===== src/common/tsq_pkg.sv =====
// package: register map, fields and reset values of the trigger sequencer bank
package tsq_pkg;
	localparam int unsigned TSQ_QUEUE_REGS = 16;
	localparam int unsigned TSQ_ADDR_W = 8;
	localparam logic [7:0] TSQ_OFF_CST = 8'h00;
	localparam logic [7:0] TSQ_OFF_CON = 8'h04;
	localparam logic [7:0] TSQ_OFF_BTE = 8'h08;
	localparam logic [7:0] TSQ_OFF_T0LIM = 8'h0C;
	localparam logic [7:0] TSQ_OFF_T1LIM = 8'h10;
	localparam logic [7:0] TSQ_OFF_SDLIM = 8'h14;
	localparam logic [7:0] TSQ_OFF_C0LIM = 8'h18;
	localparam logic [7:0] TSQ_OFF_C1LIM = 8'h1C;
	localparam logic [7:0] TSQ_OFF_HOLD = 8'h20;
	localparam logic [7:0] TSQ_OFF_ADJ = 8'h24;
	localparam logic [7:0] TSQ_OFF_LIT = 8'h28;
	localparam logic [7:0] TSQ_OFF_QPTR = 8'h2C;
	localparam logic [7:0] TSQ_OFF_IRQ_STAT = 8'h30;
	localparam logic [7:0] TSQ_OFF_IRQ_MASK = 8'h34;
	localparam logic [7:0] TSQ_OFF_QUE = 8'h40;
	localparam int unsigned TSQ_CST_EN = 15;
	localparam int unsigned TSQ_CST_SIDL = 13;
	localparam int unsigned TSQ_CST_TOGL = 12;
	localparam int unsigned TSQ_CST_SWT = 10;
	localparam int unsigned TSQ_CST_SSEN = 9;
	localparam int unsigned TSQ_CST_IVIS = 8;
	localparam int unsigned TSQ_CST_STRT = 7;
	localparam int unsigned TSQ_CST_WDTO = 6;
	localparam logic [15:0] TSQ_CST_MASK = 16'hB7C3;
	localparam logic [15:0] TSQ_CON_MASK = 16'hFFF7;
	localparam logic [15:0] TSQ_QPTR_MASK = 16'h001F;
	localparam int unsigned TSQ_CON_CLK_LSB = 13;
	localparam int unsigned TSQ_CON_DIV_LSB = 8;
	localparam int unsigned TSQ_CON_PWD_LSB = 4;
	localparam int unsigned TSQ_CON_WDT_LSB = 0;
	localparam int unsigned TSQ_BTE_ADC_LSB = 12;
	localparam int unsigned TSQ_BTE_IC_LSB = 8;
	localparam int unsigned TSQ_BTE_OCCS_LSB = 4;
	localparam int unsigned TSQ_BTE_OCTSS_LSB = 0;
	localparam logic [15:0] TSQ_RST16 = 16'h0000;
	localparam int unsigned TSQ_IRQ_WDTO = 0;
	localparam int unsigned TSQ_IRQ_STEP = 1;
	localparam logic [1:0] TSQ_RESP_OKAY = 2'b00;
	localparam logic [1:0] TSQ_RESP_SLVERR = 2'b10;
endpackage


===== src/tsq_clk_div.sv =====
// clock divider making the sequencer step enable
`timescale 1ns/1ps
module tsq_clk_div (
	input wire logic aclk,
	input wire logic aresetn,
	input wire logic run,
	input wire logic [4:0] div,
	output logic tick
);
	typedef struct packed {
		logic [4:0] cnt;
		logic tick;
	} tsq_div_st_t;
	tsq_div_st_t s_r;
	tsq_div_st_t s_nxt;
	always_comb begin
		s_nxt = s_r;
		s_nxt.tick = 1'b0;
		if (!run) begin
			s_nxt.cnt = 5'h00; // stopped divider holds no partial count
		end else if (s_r.cnt >= div) begin
			s_nxt.cnt = 5'h00;
			s_nxt.tick = 1'b1;
		end else begin
			s_nxt.cnt = s_r.cnt + 5'h01;
		end
	end
	always_ff @(posedge aclk) begin
		if (!aresetn) begin
			s_r <= '0;
		end else begin
			s_r <= s_nxt;
		end
	end
	assign tick = s_r.tick;
endmodule


===== src/tsq_regs.sv =====
// register bank, power-mode control and sequencer core of the trigger sequencer
//
// Register access over AXI4-Lite and the register addresses were chosen for this implementation.
`timescale 1ns/1ps
module tsq_regs (
	input wire logic aclk,
	input wire logic aresetn,
	input wire logic [tsq_pkg::TSQ_ADDR_W-1:0] s_axi_awaddr,
	input wire logic s_axi_awvalid,
	output logic s_axi_awready,
	input wire logic [31:0] s_axi_wdata,
	input wire logic [3:0] s_axi_wstrb,
	input wire logic s_axi_wvalid,
	output logic s_axi_wready,
	output logic [1:0] s_axi_bresp,
	output logic s_axi_bvalid,
	input wire logic s_axi_bready,
	input wire logic [tsq_pkg::TSQ_ADDR_W-1:0] s_axi_araddr,
	input wire logic s_axi_arvalid,
	output logic s_axi_arready,
	output logic [31:0] s_axi_rdata,
	output logic [1:0] s_axi_rresp,
	output logic s_axi_rvalid,
	input wire logic s_axi_rready,
	input wire logic idle_req,
	input wire logic sleep_req,
	input wire logic wdt_timeout_evt,
	output logic [7:0] step_cmd,
	output logic step_valid,
	output logic [15:0] bcast_enable,
	output logic irq
);
	import tsq_pkg::*;
	typedef enum logic [1:0] {SQ_OFF, SQ_RUN, SQ_FROZEN} tsq_seq_t;
	typedef struct packed {
		logic aw_got;
		logic [7:0] aw_addr;
		logic w_got;
		logic [31:0] w_data;
		logic [3:0] w_strb;
		logic bvalid;
		logic [1:0] bresp;
		logic rvalid;
		logic [31:0] rdata;
		logic [1:0] rresp;
		logic [15:0] cst;
		logic [15:0] con;
		logic [15:0] bte;
		logic [15:0] t0lim;
		logic [15:0] t1lim;
		logic [15:0] sdlim;
		logic [15:0] c0lim;
		logic [15:0] c1lim;
		logic [15:0] hold;
		logic [15:0] adj;
		logic [15:0] lit;
		logic [4:0] qptr;
		logic [1:0] istat;
		logic [1:0] imask;
		tsq_seq_t seq;
		logic [7:0] step_cmd;
		logic step_valid;
		logic irq;
		logic [1:0] idle_s1;
		logic [1:0] idle_s2;
	} tsq_st_t;
	tsq_st_t s_r;
	tsq_st_t s_nxt;
	// queue has no reset, so it lives outside the reset struct
	logic [15:0] queue_r [TSQ_QUEUE_REGS];
	logic que_we;
	logic [3:0] que_idx;
	logic [15:0] que_wval;
	logic enabled;
	logic suspended;
	logic seq_clk_en;
	logic tick;
	logic wr_fire;
	logic [15:0] wr16;
	logic [15:0] rd16;
	logic rd_ok;
	logic wr_ok;
	logic [7:0] ra;
	logic [15:0] qword;
	function automatic logic [15:0] merge16(input logic [15:0] old, input logic [31:0] d,
			input logic [3:0] st);
		logic [15:0] r;
		r = old;
		if (st[0]) begin
			r[7:0] = d[7:0];
		end
		if (st[1]) begin
			r[15:8] = d[15:8];
		end
		return r;
	endfunction
	assign enabled = s_r.cst[TSQ_CST_EN];
	// idle acts as sleep only when stop-in-idle is set
	assign suspended = s_r.idle_s2[1] | (s_r.idle_s2[0] & s_r.cst[TSQ_CST_SIDL]);
	assign seq_clk_en = enabled & ~suspended;
	assign qword = queue_r[s_r.qptr[4:1]];
	tsq_clk_div u_div (
		.aclk(aclk),
		.aresetn(aresetn),
		.run(seq_clk_en),
		.div(s_r.con[TSQ_CON_DIV_LSB +: 5]),
		.tick(tick)
	);
	always_comb begin
		ra = s_axi_araddr;
		rd_ok = 1'b1;
		rd16 = 16'h0000;
		if (ra == TSQ_OFF_CST) begin
			rd16 = s_r.cst & TSQ_CST_MASK;
		end else if (ra == TSQ_OFF_CON) begin
			rd16 = s_r.con & TSQ_CON_MASK;
		end else if (ra == TSQ_OFF_BTE) begin
			rd16 = s_r.bte;
		end else if (ra == TSQ_OFF_T0LIM) begin
			rd16 = s_r.t0lim;
		end else if (ra == TSQ_OFF_T1LIM) begin
			rd16 = s_r.t1lim;
		end else if (ra == TSQ_OFF_SDLIM) begin
			rd16 = s_r.sdlim;
		end else if (ra == TSQ_OFF_C0LIM) begin
			rd16 = s_r.c0lim;
		end else if (ra == TSQ_OFF_C1LIM) begin
			rd16 = s_r.c1lim;
		end else if (ra == TSQ_OFF_HOLD) begin
			rd16 = s_r.hold;
		end else if (ra == TSQ_OFF_ADJ) begin
			rd16 = s_r.adj;
		end else if (ra == TSQ_OFF_LIT) begin
			rd16 = s_r.lit;
		end else if (ra == TSQ_OFF_QPTR) begin
			rd16 = {11'h000, s_r.qptr};
		end else if (ra == TSQ_OFF_IRQ_STAT) begin
			rd16 = {14'h0000, s_r.istat};
		end else if (ra == TSQ_OFF_IRQ_MASK) begin
			rd16 = {14'h0000, s_r.imask};
		end else if (ra >= TSQ_OFF_QUE && ra < TSQ_OFF_QUE + 8'(4 * TSQ_QUEUE_REGS)
				&& ra[1:0] == 2'b00) begin
			rd16 = queue_r[4'((ra - TSQ_OFF_QUE) >> 2)];
		end else begin
			rd_ok = 1'b0;
		end
	end
	always_comb begin
		s_nxt = s_r;
		wr_fire = 1'b0;
		wr_ok = 1'b1;
		wr16 = 16'h0000;
		que_we = 1'b0;
		que_idx = 4'h0;
		que_wval = 16'h0000;
		s_nxt.idle_s1 = {sleep_req, idle_req};
		s_nxt.idle_s2 = s_r.idle_s1;
		if (s_axi_awvalid && s_axi_awready) begin
			s_nxt.aw_got = 1'b1;
			s_nxt.aw_addr = s_axi_awaddr;
		end
		if (s_axi_wvalid && s_axi_wready) begin
			s_nxt.w_got = 1'b1;
			s_nxt.w_data = s_axi_wdata;
			s_nxt.w_strb = s_axi_wstrb;
		end
		if (s_r.bvalid && s_axi_bready) begin
			s_nxt.bvalid = 1'b0;
		end
		if (s_r.rvalid && s_axi_rready) begin
			s_nxt.rvalid = 1'b0;
		end
		if (s_axi_arvalid && s_axi_arready) begin
			s_nxt.rvalid = 1'b1;
			s_nxt.rdata = {16'h0000, rd16};
			s_nxt.rresp = rd_ok ? TSQ_RESP_OKAY : TSQ_RESP_SLVERR;
		end
		// sequencer advances only on its divided clock
		if (tick) begin
			s_nxt.step_valid = 1'b1;
			s_nxt.step_cmd = s_r.qptr[0] ? qword[15:8] : qword[7:0];
			s_nxt.qptr = s_r.qptr + 5'h01;
		end else begin
			s_nxt.step_valid = 1'b0;
		end
		// registers are decoded whether or not the module runs
		if (s_r.aw_got && s_r.w_got && !s_r.bvalid) begin
			wr_fire = 1'b1;
			s_nxt.aw_got = 1'b0;
			s_nxt.w_got = 1'b0;
			s_nxt.bvalid = 1'b1;
			if (s_r.aw_addr == TSQ_OFF_CST) begin
				wr16 = merge16(s_r.cst, s_r.w_data, s_r.w_strb) & TSQ_CST_MASK;
				s_nxt.cst = wr16;
			end else if (s_r.aw_addr == TSQ_OFF_CON) begin
				s_nxt.con = merge16(s_r.con, s_r.w_data, s_r.w_strb) & TSQ_CON_MASK;
			end else if (s_r.aw_addr == TSQ_OFF_BTE) begin
				s_nxt.bte = merge16(s_r.bte, s_r.w_data, s_r.w_strb);
			end else if (s_r.aw_addr == TSQ_OFF_T0LIM) begin
				s_nxt.t0lim = merge16(s_r.t0lim, s_r.w_data, s_r.w_strb);
			end else if (s_r.aw_addr == TSQ_OFF_T1LIM) begin
				s_nxt.t1lim = merge16(s_r.t1lim, s_r.w_data, s_r.w_strb);
			end else if (s_r.aw_addr == TSQ_OFF_SDLIM) begin
				s_nxt.sdlim = merge16(s_r.sdlim, s_r.w_data, s_r.w_strb);
			end else if (s_r.aw_addr == TSQ_OFF_C0LIM) begin
				s_nxt.c0lim = merge16(s_r.c0lim, s_r.w_data, s_r.w_strb);
			end else if (s_r.aw_addr == TSQ_OFF_C1LIM) begin
				s_nxt.c1lim = merge16(s_r.c1lim, s_r.w_data, s_r.w_strb);
			end else if (s_r.aw_addr == TSQ_OFF_HOLD) begin
				s_nxt.hold = merge16(s_r.hold, s_r.w_data, s_r.w_strb);
			end else if (s_r.aw_addr == TSQ_OFF_ADJ) begin
				s_nxt.adj = merge16(s_r.adj, s_r.w_data, s_r.w_strb);
			end else if (s_r.aw_addr == TSQ_OFF_LIT) begin
				s_nxt.lit = merge16(s_r.lit, s_r.w_data, s_r.w_strb);
			end else if (s_r.aw_addr == TSQ_OFF_QPTR) begin
				if (s_r.w_strb[0]) begin
					s_nxt.qptr = s_r.w_data[4:0]; // write wins over a step
				end
			end else if (s_r.aw_addr == TSQ_OFF_IRQ_STAT) begin
				s_nxt.istat = s_nxt.istat & ~(s_r.w_strb[0] ? s_r.w_data[1:0] : 2'b00);
			end else if (s_r.aw_addr == TSQ_OFF_IRQ_MASK) begin
				if (s_r.w_strb[0]) begin
					s_nxt.imask = s_r.w_data[1:0];
				end
			end else if (s_r.aw_addr >= TSQ_OFF_QUE
					&& s_r.aw_addr < TSQ_OFF_QUE + 8'(4 * TSQ_QUEUE_REGS)
					&& s_r.aw_addr[1:0] == 2'b00) begin
				que_we = 1'b1;
				que_idx = 4'((s_r.aw_addr - TSQ_OFF_QUE) >> 2);
				que_wval = merge16(queue_r[que_idx], s_r.w_data, s_r.w_strb);
			end else begin
				wr_ok = 1'b0;
			end
			s_nxt.bresp = wr_ok ? TSQ_RESP_OKAY : TSQ_RESP_SLVERR;
		end
		// hardware events set after software clears: set wins
		if (wdt_timeout_evt && enabled) begin
			s_nxt.cst[TSQ_CST_WDTO] = 1'b1;
			s_nxt.istat[TSQ_IRQ_WDTO] = 1'b1;
		end
		if (tick) begin
			s_nxt.istat[TSQ_IRQ_STEP] = 1'b1;
		end
		case (s_r.seq)
			SQ_OFF: begin
				if (enabled) begin
					s_nxt.seq = SQ_RUN;
				end
			end
			SQ_RUN: begin
				if (suspended) begin
					s_nxt.seq = SQ_FROZEN;
				end
			end
			SQ_FROZEN: begin
				if (!suspended) begin
					s_nxt.seq = SQ_RUN;
				end
			end
			default: begin
				s_nxt.seq = SQ_OFF;
			end
		endcase
		// disabling returns the sequencer to reset, pointer and queue untouched
		if (!s_nxt.cst[TSQ_CST_EN]) begin
			s_nxt.seq = SQ_OFF;
			s_nxt.step_valid = 1'b0;
			s_nxt.step_cmd = 8'h00;
			s_nxt.cst[TSQ_CST_STRT] = 1'b0;
		end
		s_nxt.irq = |(s_nxt.istat & s_nxt.imask);
	end
	always_ff @(posedge aclk) begin
		if (!aresetn) begin
			s_r <= '0;
			s_r.seq <= SQ_OFF;
		end else begin
			s_r <= s_nxt;
		end
	end
	// no reset on the queue: contents undefined until written
	always_ff @(posedge aclk) begin
		if (que_we) begin
			queue_r[que_idx] <= que_wval;
		end
	end
	// ready is the inverse of the holding flag: one transfer per channel in flight
	assign s_axi_awready = ~s_r.aw_got;
	assign s_axi_wready = ~s_r.w_got;
	assign s_axi_bvalid = s_r.bvalid;
	assign s_axi_bresp = s_r.bresp;
	assign s_axi_arready = ~s_r.rvalid;
	assign s_axi_rvalid = s_r.rvalid;
	assign s_axi_rdata = s_r.rdata;
	assign s_axi_rresp = s_r.rresp;
	assign step_cmd = s_r.step_cmd;
	assign step_valid = s_r.step_valid;
	assign bcast_enable = s_r.bte;
	assign irq = s_r.irq;
	a_reset_zero: assert property (@(posedge aclk)
			!aresetn |=> s_r.cst == 16'h0000 && s_r.con == 16'h0000 && s_r.qptr == 5'h00)
		else $error("registers not zero after reset");
	a_off_no_step: assert property (@(posedge aclk) disable iff (!aresetn)
			!enabled |-> !step_valid)
		else $error("step issued while disabled");
	// one stray tick may still follow the drop of enable, so it is excluded
	a_off_ptr_hold: assert property (@(posedge aclk) disable iff (!aresetn)
			!enabled && !tick && !wr_fire |=> $stable(s_r.qptr))
		else $error("pointer moved while disabled");
	a_disable_seq: assert property (@(posedge aclk) disable iff (!aresetn)
			$fell(enabled) |-> s_r.seq == SQ_OFF)
		else $error("sequencer not reset on disable");
	a_freeze_ptr: assert property (@(posedge aclk) disable iff (!aresetn)
			suspended && $past(suspended) && !wr_fire |=> $stable(s_r.qptr))
		else $error("pointer moved while frozen");
	a_idle_stop: assert property (@(posedge aclk) disable iff (!aresetn)
			s_r.idle_s2[0] && s_r.cst[TSQ_CST_SIDL] && !s_r.idle_s2[1] |-> suspended)
		else $error("idle with stop-in-idle not suspended");
	a_idle_run: assert property (@(posedge aclk) disable iff (!aresetn)
			s_r.idle_s2 == 2'b01 && !s_r.cst[TSQ_CST_SIDL] && enabled |-> seq_clk_en)
		else $error("idle without stop-in-idle halted module");
	a_step_stat: assert property (@(posedge aclk) disable iff (!aresetn)
			tick |=> s_r.istat[TSQ_IRQ_STEP])
		else $error("step status not set");
	a_ptr_upper: assert property (@(posedge aclk) disable iff (!aresetn)
			s_axi_arvalid && s_axi_arready && s_axi_araddr == TSQ_OFF_QPTR
			|=> s_axi_rdata[31:5] == 27'h0)
		else $error("pointer upper bits not zero");
	a_rd_unmapped: assert property (@(posedge aclk) disable iff (!aresetn)
			s_axi_arvalid && s_axi_arready && !rd_ok
			|=> s_axi_rresp == TSQ_RESP_SLVERR && s_axi_rdata == 32'h00000000)
		else $error("unmapped read not refused");
	a_step_byte: assert property (@(posedge aclk) disable iff (!aresetn)
			tick && !que_we |=> step_cmd == (!enabled ? 8'h00 : ($past(s_r.qptr[0])
			? $past(qword[15:8]) : $past(qword[7:0]))))
		else $error("wrong queue byte issued");
	a_write_off: assert property (@(posedge aclk) disable iff (!aresetn)
			wr_fire && s_r.aw_addr == TSQ_OFF_BTE && s_r.w_strb == 4'hF
			|=> bcast_enable == $past(s_r.w_data[15:0]))
		else $error("broadcast write lost");
	a_wdt_set: assert property (@(posedge aclk) disable iff (!aresetn)
			wdt_timeout_evt && enabled |=> s_r.cst[TSQ_CST_WDTO] && s_r.istat[TSQ_IRQ_WDTO])
		else $error("watchdog flag not set");
	c_run: cover property (@(posedge aclk) disable iff (!aresetn) step_valid);
	c_freeze: cover property (@(posedge aclk) disable iff (!aresetn) s_r.seq == SQ_FROZEN);
	c_irq: cover property (@(posedge aclk) disable iff (!aresetn) irq);
	c_wrap: cover property (@(posedge aclk) disable iff (!aresetn) s_r.qptr == 5'h1F && tick);
	c_idle_run: cover property (@(posedge aclk) disable iff (!aresetn)
			s_r.idle_s2 == 2'b01 && seq_clk_en);
endmodule


===== config.mk =====
export PLATFORM = sky130hd
export DESIGN_NAME = tsq_regs
export DESIGN_NICKNAME = d
export VERILOG_FILES = /design/src/common/tsq_pkg.sv /design/src/tsq_clk_div.sv /design/src/tsq_regs.sv
export SDC_FILE = /design/constraint.sdc
export NUM_CORES = 1
export LEC_CHECK = 0
export BUFFER_PORTS_ARGS = -buffer_cell sky130_fd_sc_hd__buf_2
export CORE_MARGIN = 2
export CORE_UTILIZATION = 60
export CTS_CLUSTER_SIZE = 28
export DETAILED_ROUTE_END_ITERATION = 7
export PLACE_DENSITY = 0.78
export SYNTH_ARGS = -nofsm -noshare
export SYNTH_HDL_FRONTEND = slang
export SYNTH_HIERARCHICAL = 1
export SYNTH_SLANG_ARGS = --single-unit

===== constraint.sdc =====
create_clock -name aclk -period 5.9 [get_ports aclk]
set_input_delay 1.18 -clock aclk [delete_from_list [all_inputs] [get_ports aclk]]
set_output_delay 1.18 -clock aclk [all_outputs]
set_load 0.01 [all_outputs]

==> impl_results.md, run 1 <==
* Maximum number of pins on one net before global-route repair at 96
* Crit Path Category: reg2reg
* CTS Sinks at 506
* Starting Density at about three fifths
* Leakage dissipation at approximately 8.5 nW
* Level count of the clock H-tree at 2
* Clock buffer count from CTS at slightly above 50
* Portion of the post-synthesis area used by sequential elements at 49.19%
* Clock period minus worst slack at between 4 and 5 ns
* Syn avg cell area at between 10 and 15 um2
* Combined global-route utilization of all metal layers at between 30% and 40%
* Number of placement rows at 75
* Reg clk slew, reported paths at approximately 0.06 ns
* Cell-internal power at 5.781 mW
* Initial detailed-routing violation count at 3067
* Final estimated routing congestion in global placement at roughly 0.95
* RSZ-0062 raised after global routing: no
* Hold buffer count at CTS at 0
* Number of antenna violations at the first check in global routing at 5
* Critical path buffer and inverter count at 1
* Final critical-path share of the clock period at between 60% and 70%
* Hold WC Path Type: reg2reg
* List of cells traversed by the critical path: or4_1, o311ai_1, nand2_1, nor2_2, buf_4
* Number of setup buffers added after CTS at 0
* Final setup violation count at 0
* Clock tree skew after final layout at about 0.019 ns
* Distinct cell type count after synthesis at 82
* FMAX at about 250 MHz
* DR vias at roughly 20000
* Fraction of layout cells with a size suffix above 1 at 23.85%
* Average wire per cell in the routed design at a little over 30 um
* Worst hold path depth at 1
* Post-Synthesis Cell Area at around 26000 um2
* Floorplan die height at ~210 um
* Residual DRC count at 0
* Flop pwr share at between 40 and 50%
* Maximum Capacitance Violations at 0
* Synthesized netlist cell count at 2153
* Warnings, synthesis at 6
* Part of the power in the clock network at between 40% and 50%
* Async S/R FF share, synth at 0%
* Die Area at 44680 um2
* Post-CTS Resized at 0
* Critical Path RT at between 6 and 7 ns
* Cells on worst reg2reg path at 5
* Core occupancy in the finished layout at approximately 67%
* Total wire length at 82.68 mm
* Family with the most delay on the worst path: simple AND/OR/NAND/NOR gates
* Slew Viols, Final at 0
* Final ANT Viol Nets at 0
* Number of placed I/O pins at 129
* Delay of the slowest cell on the worst path at just over 0.9 ns
* Power density normalized to cell area at 268.2 nW/um2
* Grt total ovfl at 0
* Crit path launch type: flop
* Mean number of vias per cell at 7.373
* Number of gates on the worst path with buffers counted at 5
* Endpoint type of the worst setup path: flop
* Arrival time of the worst setup path at 4.31 ns
* Net Sw Frac at 23.26%
* Sum of net half-perimeters after detailed placement at 52.07 mm
* Predominant post-synthesis flop cell: sky130_fd_sc_hd__edfxtp_1
* Synth top cells by count: sky130_fd_sc_hd__edfxtp_1 (256), sky130_fd_sc_hd__dfxtp_1 (250), sky130_fd_sc_hd__mux4_2 (224)
* Root buffer cell: sky130_fd_sc_hd__clkbuf_16
* Worst-case vdd ir drop at between 0.2 and 0.25 mV
* Total net switching power at about 1.8 mW
* Part of the power in combinational logic at 6.3%
* Cell with the most instances after synthesis: sky130_fd_sc_hd__edfxtp_1
* Number of detailed-route iterations in the first pass at 8
* TritonCTS clock tree: done
* Worst-case clock buffer depth at 3
* Number of buffer cells added on primary ports at 92
* Number of flip-flops and latches in the synthesized netlist at a little over 500
* Slew headroom at 7.004%
* Largest fanout of any net on the critical path at 12
* Final layout net count at ~2200
* Yosys top cell area share at roughly 30%
* Total negative slack for setup checks at 0 ns
* Slowest library cell on the worst path: sky130_fd_sc_hd__o311ai_1
* Insertion delay of the later-clocked pin in the worst-skew pair at ~0.61 ns
* Status: completed
* Hold Vio Cnt, Final at 0
* Vias in the first global route at around 20000
* Area growth, synth to finish at 8.860%
* Wire length of the first global-routing pass at between 100 and 150 mm
* Number of enable flip-flop cells after synthesis at approximately 260
* Slew at the pin closest to its max-slew limit at approximately 1.4 ns
* Core area at between 40000 and 50000 um2
* Largest cells by area after synthesis: sky130_fd_sc_hd__edfxtp_1 (30%), sky130_fd_sc_hd__mux4_2 (20%), sky130_fd_sc_hd__dfxtp_1 (19%), sky130_fd_sc_hd__mux2i_1 (4.1%), sky130_fd_sc_hd__a21oi_1 (3.2%)
* Die width at between 200 and 250 um
* Biggest area consumer among synthesized cells: sky130_fd_sc_hd__edfxtp_1
cells in the final DEF, fill, tap and decap left out, types with 53 or more instances in the layout:
master and n:
sky130_fd_sc_hd__mux2i_1 106, sky130_fd_sc_hd__nand2_1 204, sky130_fd_sc_hd__clkbuf_16 53, sky130_fd_sc_hd__buf_2 90, sky130_fd_sc_hd__o21ai_0 66, sky130_fd_sc_hd__edfxtp_1 256
sky130_fd_sc_hd__a21oi_1 165, sky130_fd_sc_hd__mux4_2 224, sky130_fd_sc_hd__buf_4 68, sky130_fd_sc_hd__nand3_1 99, sky130_fd_sc_hd__dfxtp_1 246, sky130_fd_sc_hd__nor2_1 159
cell families after synthesis:
kind of cell,after synthesis,share of synthesized area (%)
adders and majority gates,7,0.3395
buffers and inverters,270,5.102
xor gates and xnor gates,6,0.2037
AOI/OAI and AO/OA,419,10.34
DFF,506,49.19
other,1,0.01454
muxes,332,23.75
and+or+nand+nor,612,11.05
power by group through the flow:
stage	sequential, mW	combinational (mW)	clock (mW)
after detailed placement	3.80	0.452	0
after floorplan	3.77	0.342	0
final	3.73	0.471	3.33
after CTS	3.73	0.456	3.34
after global placement	3.80	0.443	0
after global routing	3.73	0.490	3.47
layout make-up:
class	instances	area (um2)
diodes	1	2.502
inverters	19	76.32
well taps	539	674.4
multi-input cells	1394	11930
clock inverters	23	219.0
flip-flops and latches	506	12700
clock buffers	70	1490
fillers	2997	14140
repair buffers	160	992.2
stage by stage:
step	hold WS, ns	cell area [um2]	setup slack, ns	total power, mW	cells
2_1_floorplan	0.4119	25860	2.243	4.111	2170
3_3_place_gp	0.4234	26370	1.884	4.246	2618
3_5_place_dp	0.4245	26370	1.861	4.255	2618
4_1_cts	0.4471	28080	1.934	7.527	2711
5_1_grt	0.4555	28090	1.802	7.695	2712
6_report	0.4472	28090	1.877	7.533	2712
state kept, by name, indices dropped and copies added, names as in the netlist, 2 cells and up, named ones only:
signal and cells:
bcast_enable 16, s_nxt 2, step_cmd 8, u_div/s_r 5, queue_r 256, s_r 191, s_axi_rdata 16
path summary, 6_finish.rpt:
check	from	endpoint	slack (ns)
setup / recovery	s_r[280]	queue_r[4][1]	1.88
hold reg to reg	s_nxt[1]	s_r[1]	0.45
setup reg to reg	s_r[280]	queue_r[4][1]	1.88
hold / removal	s_nxt[1]	s_r[1]	0.45
layer usage:
metal  GRT usage, %  vias up  share of wire, %
li1               -     8175                 -
met5              0        -             0.073
met1          45.25     9690                33
met3          9.331      430                12
met2          59.57     1693                47
met4          26.64        8               8.0
No activity file was read; power rests on OpenSTA's default activity.
==> run 2, diff against run 1 <==
Settings changed: CORE_UTILIZATION 60 to 56, PLACE_DENSITY 0.78 to 0.77.
Clock period 5.9 ns to 3.5 ns, I/O delays scaled along.
==> run 2 against run 1 <==
Against the previous run:
- critical path depth is the same
- cell area up 2.6%
- clock power rose by 83%
- critical path type unchanged
- power up 76%
- clock skew is 0.0055 ns higher
- hold slack got worse by 0.18 ns
- register-to-register slack got worse by 1.3 ns
- highest routed layer unchanged
- sequential cell count stayed put
==> impl_results.md, run 2 (synthesis gave the netlist of run 1 again) <==
* Sum of net half-perimeters after detailed placement at between 50 and 60 mm
* Critical Path RT at between 4 and 5 ns
* CTS Sinks at 506
* Clock period minus worst slack at approximately 2.9 ns
* Finished layout cell area at around 29000 um2
* Post-CTS Resized at 0
* Leading registers by flop count: queue_r (256), s_r (191)
* Average wire per cell in the routed design at ~30 um
* Final estimated routing congestion in global placement at 1.028
* Worst-case clock buffer depth at 3
* Reg clk slew, reported paths at about 0.060 ns
* Part of the power in combinational logic at 6.6%
* Largest fanout of any net on the critical path at 12
* Core area at 45380 um2
* Hold WC Path Type: in2reg
* Area growth, synth to finish at 11.72%
* Number of detailed-route iterations in the first pass at 7
* FF/Latch Area at 12700 um2
* Total wire length at approximately 86 mm
* Status: completed
* Die Area at ~48000 um2
* Floorplan die height at between 200 and 250 um
* Leakage dissipation at around 8.9 nW
* TritonCTS clock tree: done
* Level count of the clock H-tree at 2
* Family with the most delay on the worst path: simple AND/OR/NAND/NOR gates
* Number of setup buffers added after CTS at 0
* Worst-case vdd ir drop at around 0.48 mV
* Combined global-route utilization of all metal layers at 36.24%
* Cell-internal power at about 10 mW
* Root buffer cell: sky130_fd_sc_hd__clkbuf_16
* Arrival time of the worst setup path at 3.42 ns
* Grt total ovfl at 0
* Maximum number of pins on one net before global-route repair at 99
* Dominant cell type by count on the critical path: sky130_fd_sc_hd__or4_1
* Number of placement rows at slightly below 80
* Insertion delay of the later-clocked pin in the worst-skew pair at between 0.6 and 0.7 ns
* Starting Density at 56.85%
* Combined area of the multi-input logic cells at roughly 12000 um2
* Vias in the first global route at between 20000 and 25000
* Maximum Capacitance Violations at 0
* Crit Path Category: reg2reg
* Wire length of the first global-routing pass at around 130 mm
* Slew Viols, Final at 0
* Total negative slack for setup checks at 0 ns
* List of cells traversed by the critical path: or4_1, or4_1, nand2_1, a21o_1, nor3_1
* Clock buffer count from CTS at 54
* Initial detailed-routing violation count at between 3000 and 4000
* Fill cell total of the finished layout at 3368
* Fin Hold WS at between 0.2 and 0.3 ns
* Slowest library cell on the worst path: sky130_fd_sc_hd__or4_1
* Slew at the pin closest to its max-slew limit at approximately 1.1 ns
* Die width at 218.6 um
* Residual DRC count at 0
* Endpoint type of the worst setup path: flop
* Hold Vio Cnt, Final at 0
* Final layout net count at around 2300
* Placed Instance Area at between 20000 and 30000 um2
* Biggest register: queue_r
* Placed insts at 2728
* Flop pwr share at ~47%
* Most frequent standard cell in the layout excluding fill and tap cells: sky130_fd_sc_hd__edfxtp_1
* Number of antenna violations at the first check in global routing at 3
* Critical path buffer and inverter count at 0
* DR vias at slightly above 20000
* Final ANT Viol Nets at 0
* Number of buffer cells added on primary ports at 92
* RSZ-0062 raised after global routing: no
* Part of the power in the clock network at approximately 46%
* Final setup violation count at 0
* Clock tree skew after final layout at 0.02432 ns
* Fraction of layout cells with a size suffix above 1 at between 20% and 30%
* Hold buffer count at CTS at 0
* Number of placed I/O pins at roughly 130
* Commonest cells after routing, fill and taps aside: sky130_fd_sc_hd__edfxtp_1 (256), sky130_fd_sc_hd__dfxtp_1 (246), sky130_fd_sc_hd__mux4_2 (224), sky130_fd_sc_hd__nand2_1 (204), sky130_fd_sc_hd__a21oi_1 (165)
* Flip-flop count of the largest register, all copies and words added at between 200 and 300
* Delay of the slowest cell on the worst path at 0.78 ns
* Mean number of vias per cell at around 7
* Final cell count without fillers at ~2800
* Net Sw Frac at 23.68%
* Power density normalized to cell area at about 460 nW/um2
* Antenna cells at 0
* Crit path launch type: flop
* Final critical-path share of the clock period at between 80% and 90%
* Slew headroom at ~27%
* Total net switching power at about 3.1 mW
* FMAX at 343.5 MHz
run 2: layer usage:
metal / part of all wire [%] / GRT usage, % / vias up
li1: - / - / 8299
met1: 34 / 43.65 / 9843
met2: 46 / 56.75 / 1646
met3: 12 / 8.977 / 482
met4: 8.4 / 26.78 / 6
met5: 0.058 / 0 / -
run 2: final timing paths:
check	startpoint	to	slack [ns]	cells after the start
worst min register to register	s_r[33]	s_r[33]	0.46	2
worst max register to register	s_r[280]	step_cmd[0]	0.59	5
worst min-delay path	idle_req	s_nxt[0]	0.27	2
worst max-delay path	s_r[280]	step_cmd[0]	0.59	5
run 2: final cells by class:
class,count,share of cell area [%]
clock buffer,64,4.957
clock inverter,37,1.545
inverter,19,0.2648
tap,600,2.605
sequential,506,44.07
timing repair buffer,209,5.153
multi-input combinational,1394,41.41
run 2: through the flow:
stage                     total power, mW  worst slack [ns]  util (%)
after floorplan                     6.930           0.07454         -
after global placement              7.219            0.3599     59.39
after detailed placement            7.233            0.3245     59.39
after CTS                           13.22            0.6133     63.52
after global routing                13.54            0.4399     63.52
final                               13.25            0.5890     63.52
run 2: power by group through the flow:
stage          registers [mW]  logic (mW)  clock network [mW]
2_1_floorplan            6.35       0.576                   0
5_1_grt                  6.27       0.910                6.36
3_5_place_dp             6.39       0.839                   0
6_report                 6.27       0.870                6.11
4_1_cts                  6.27       0.847                6.11
3_3_place_gp             6.39       0.827                   0
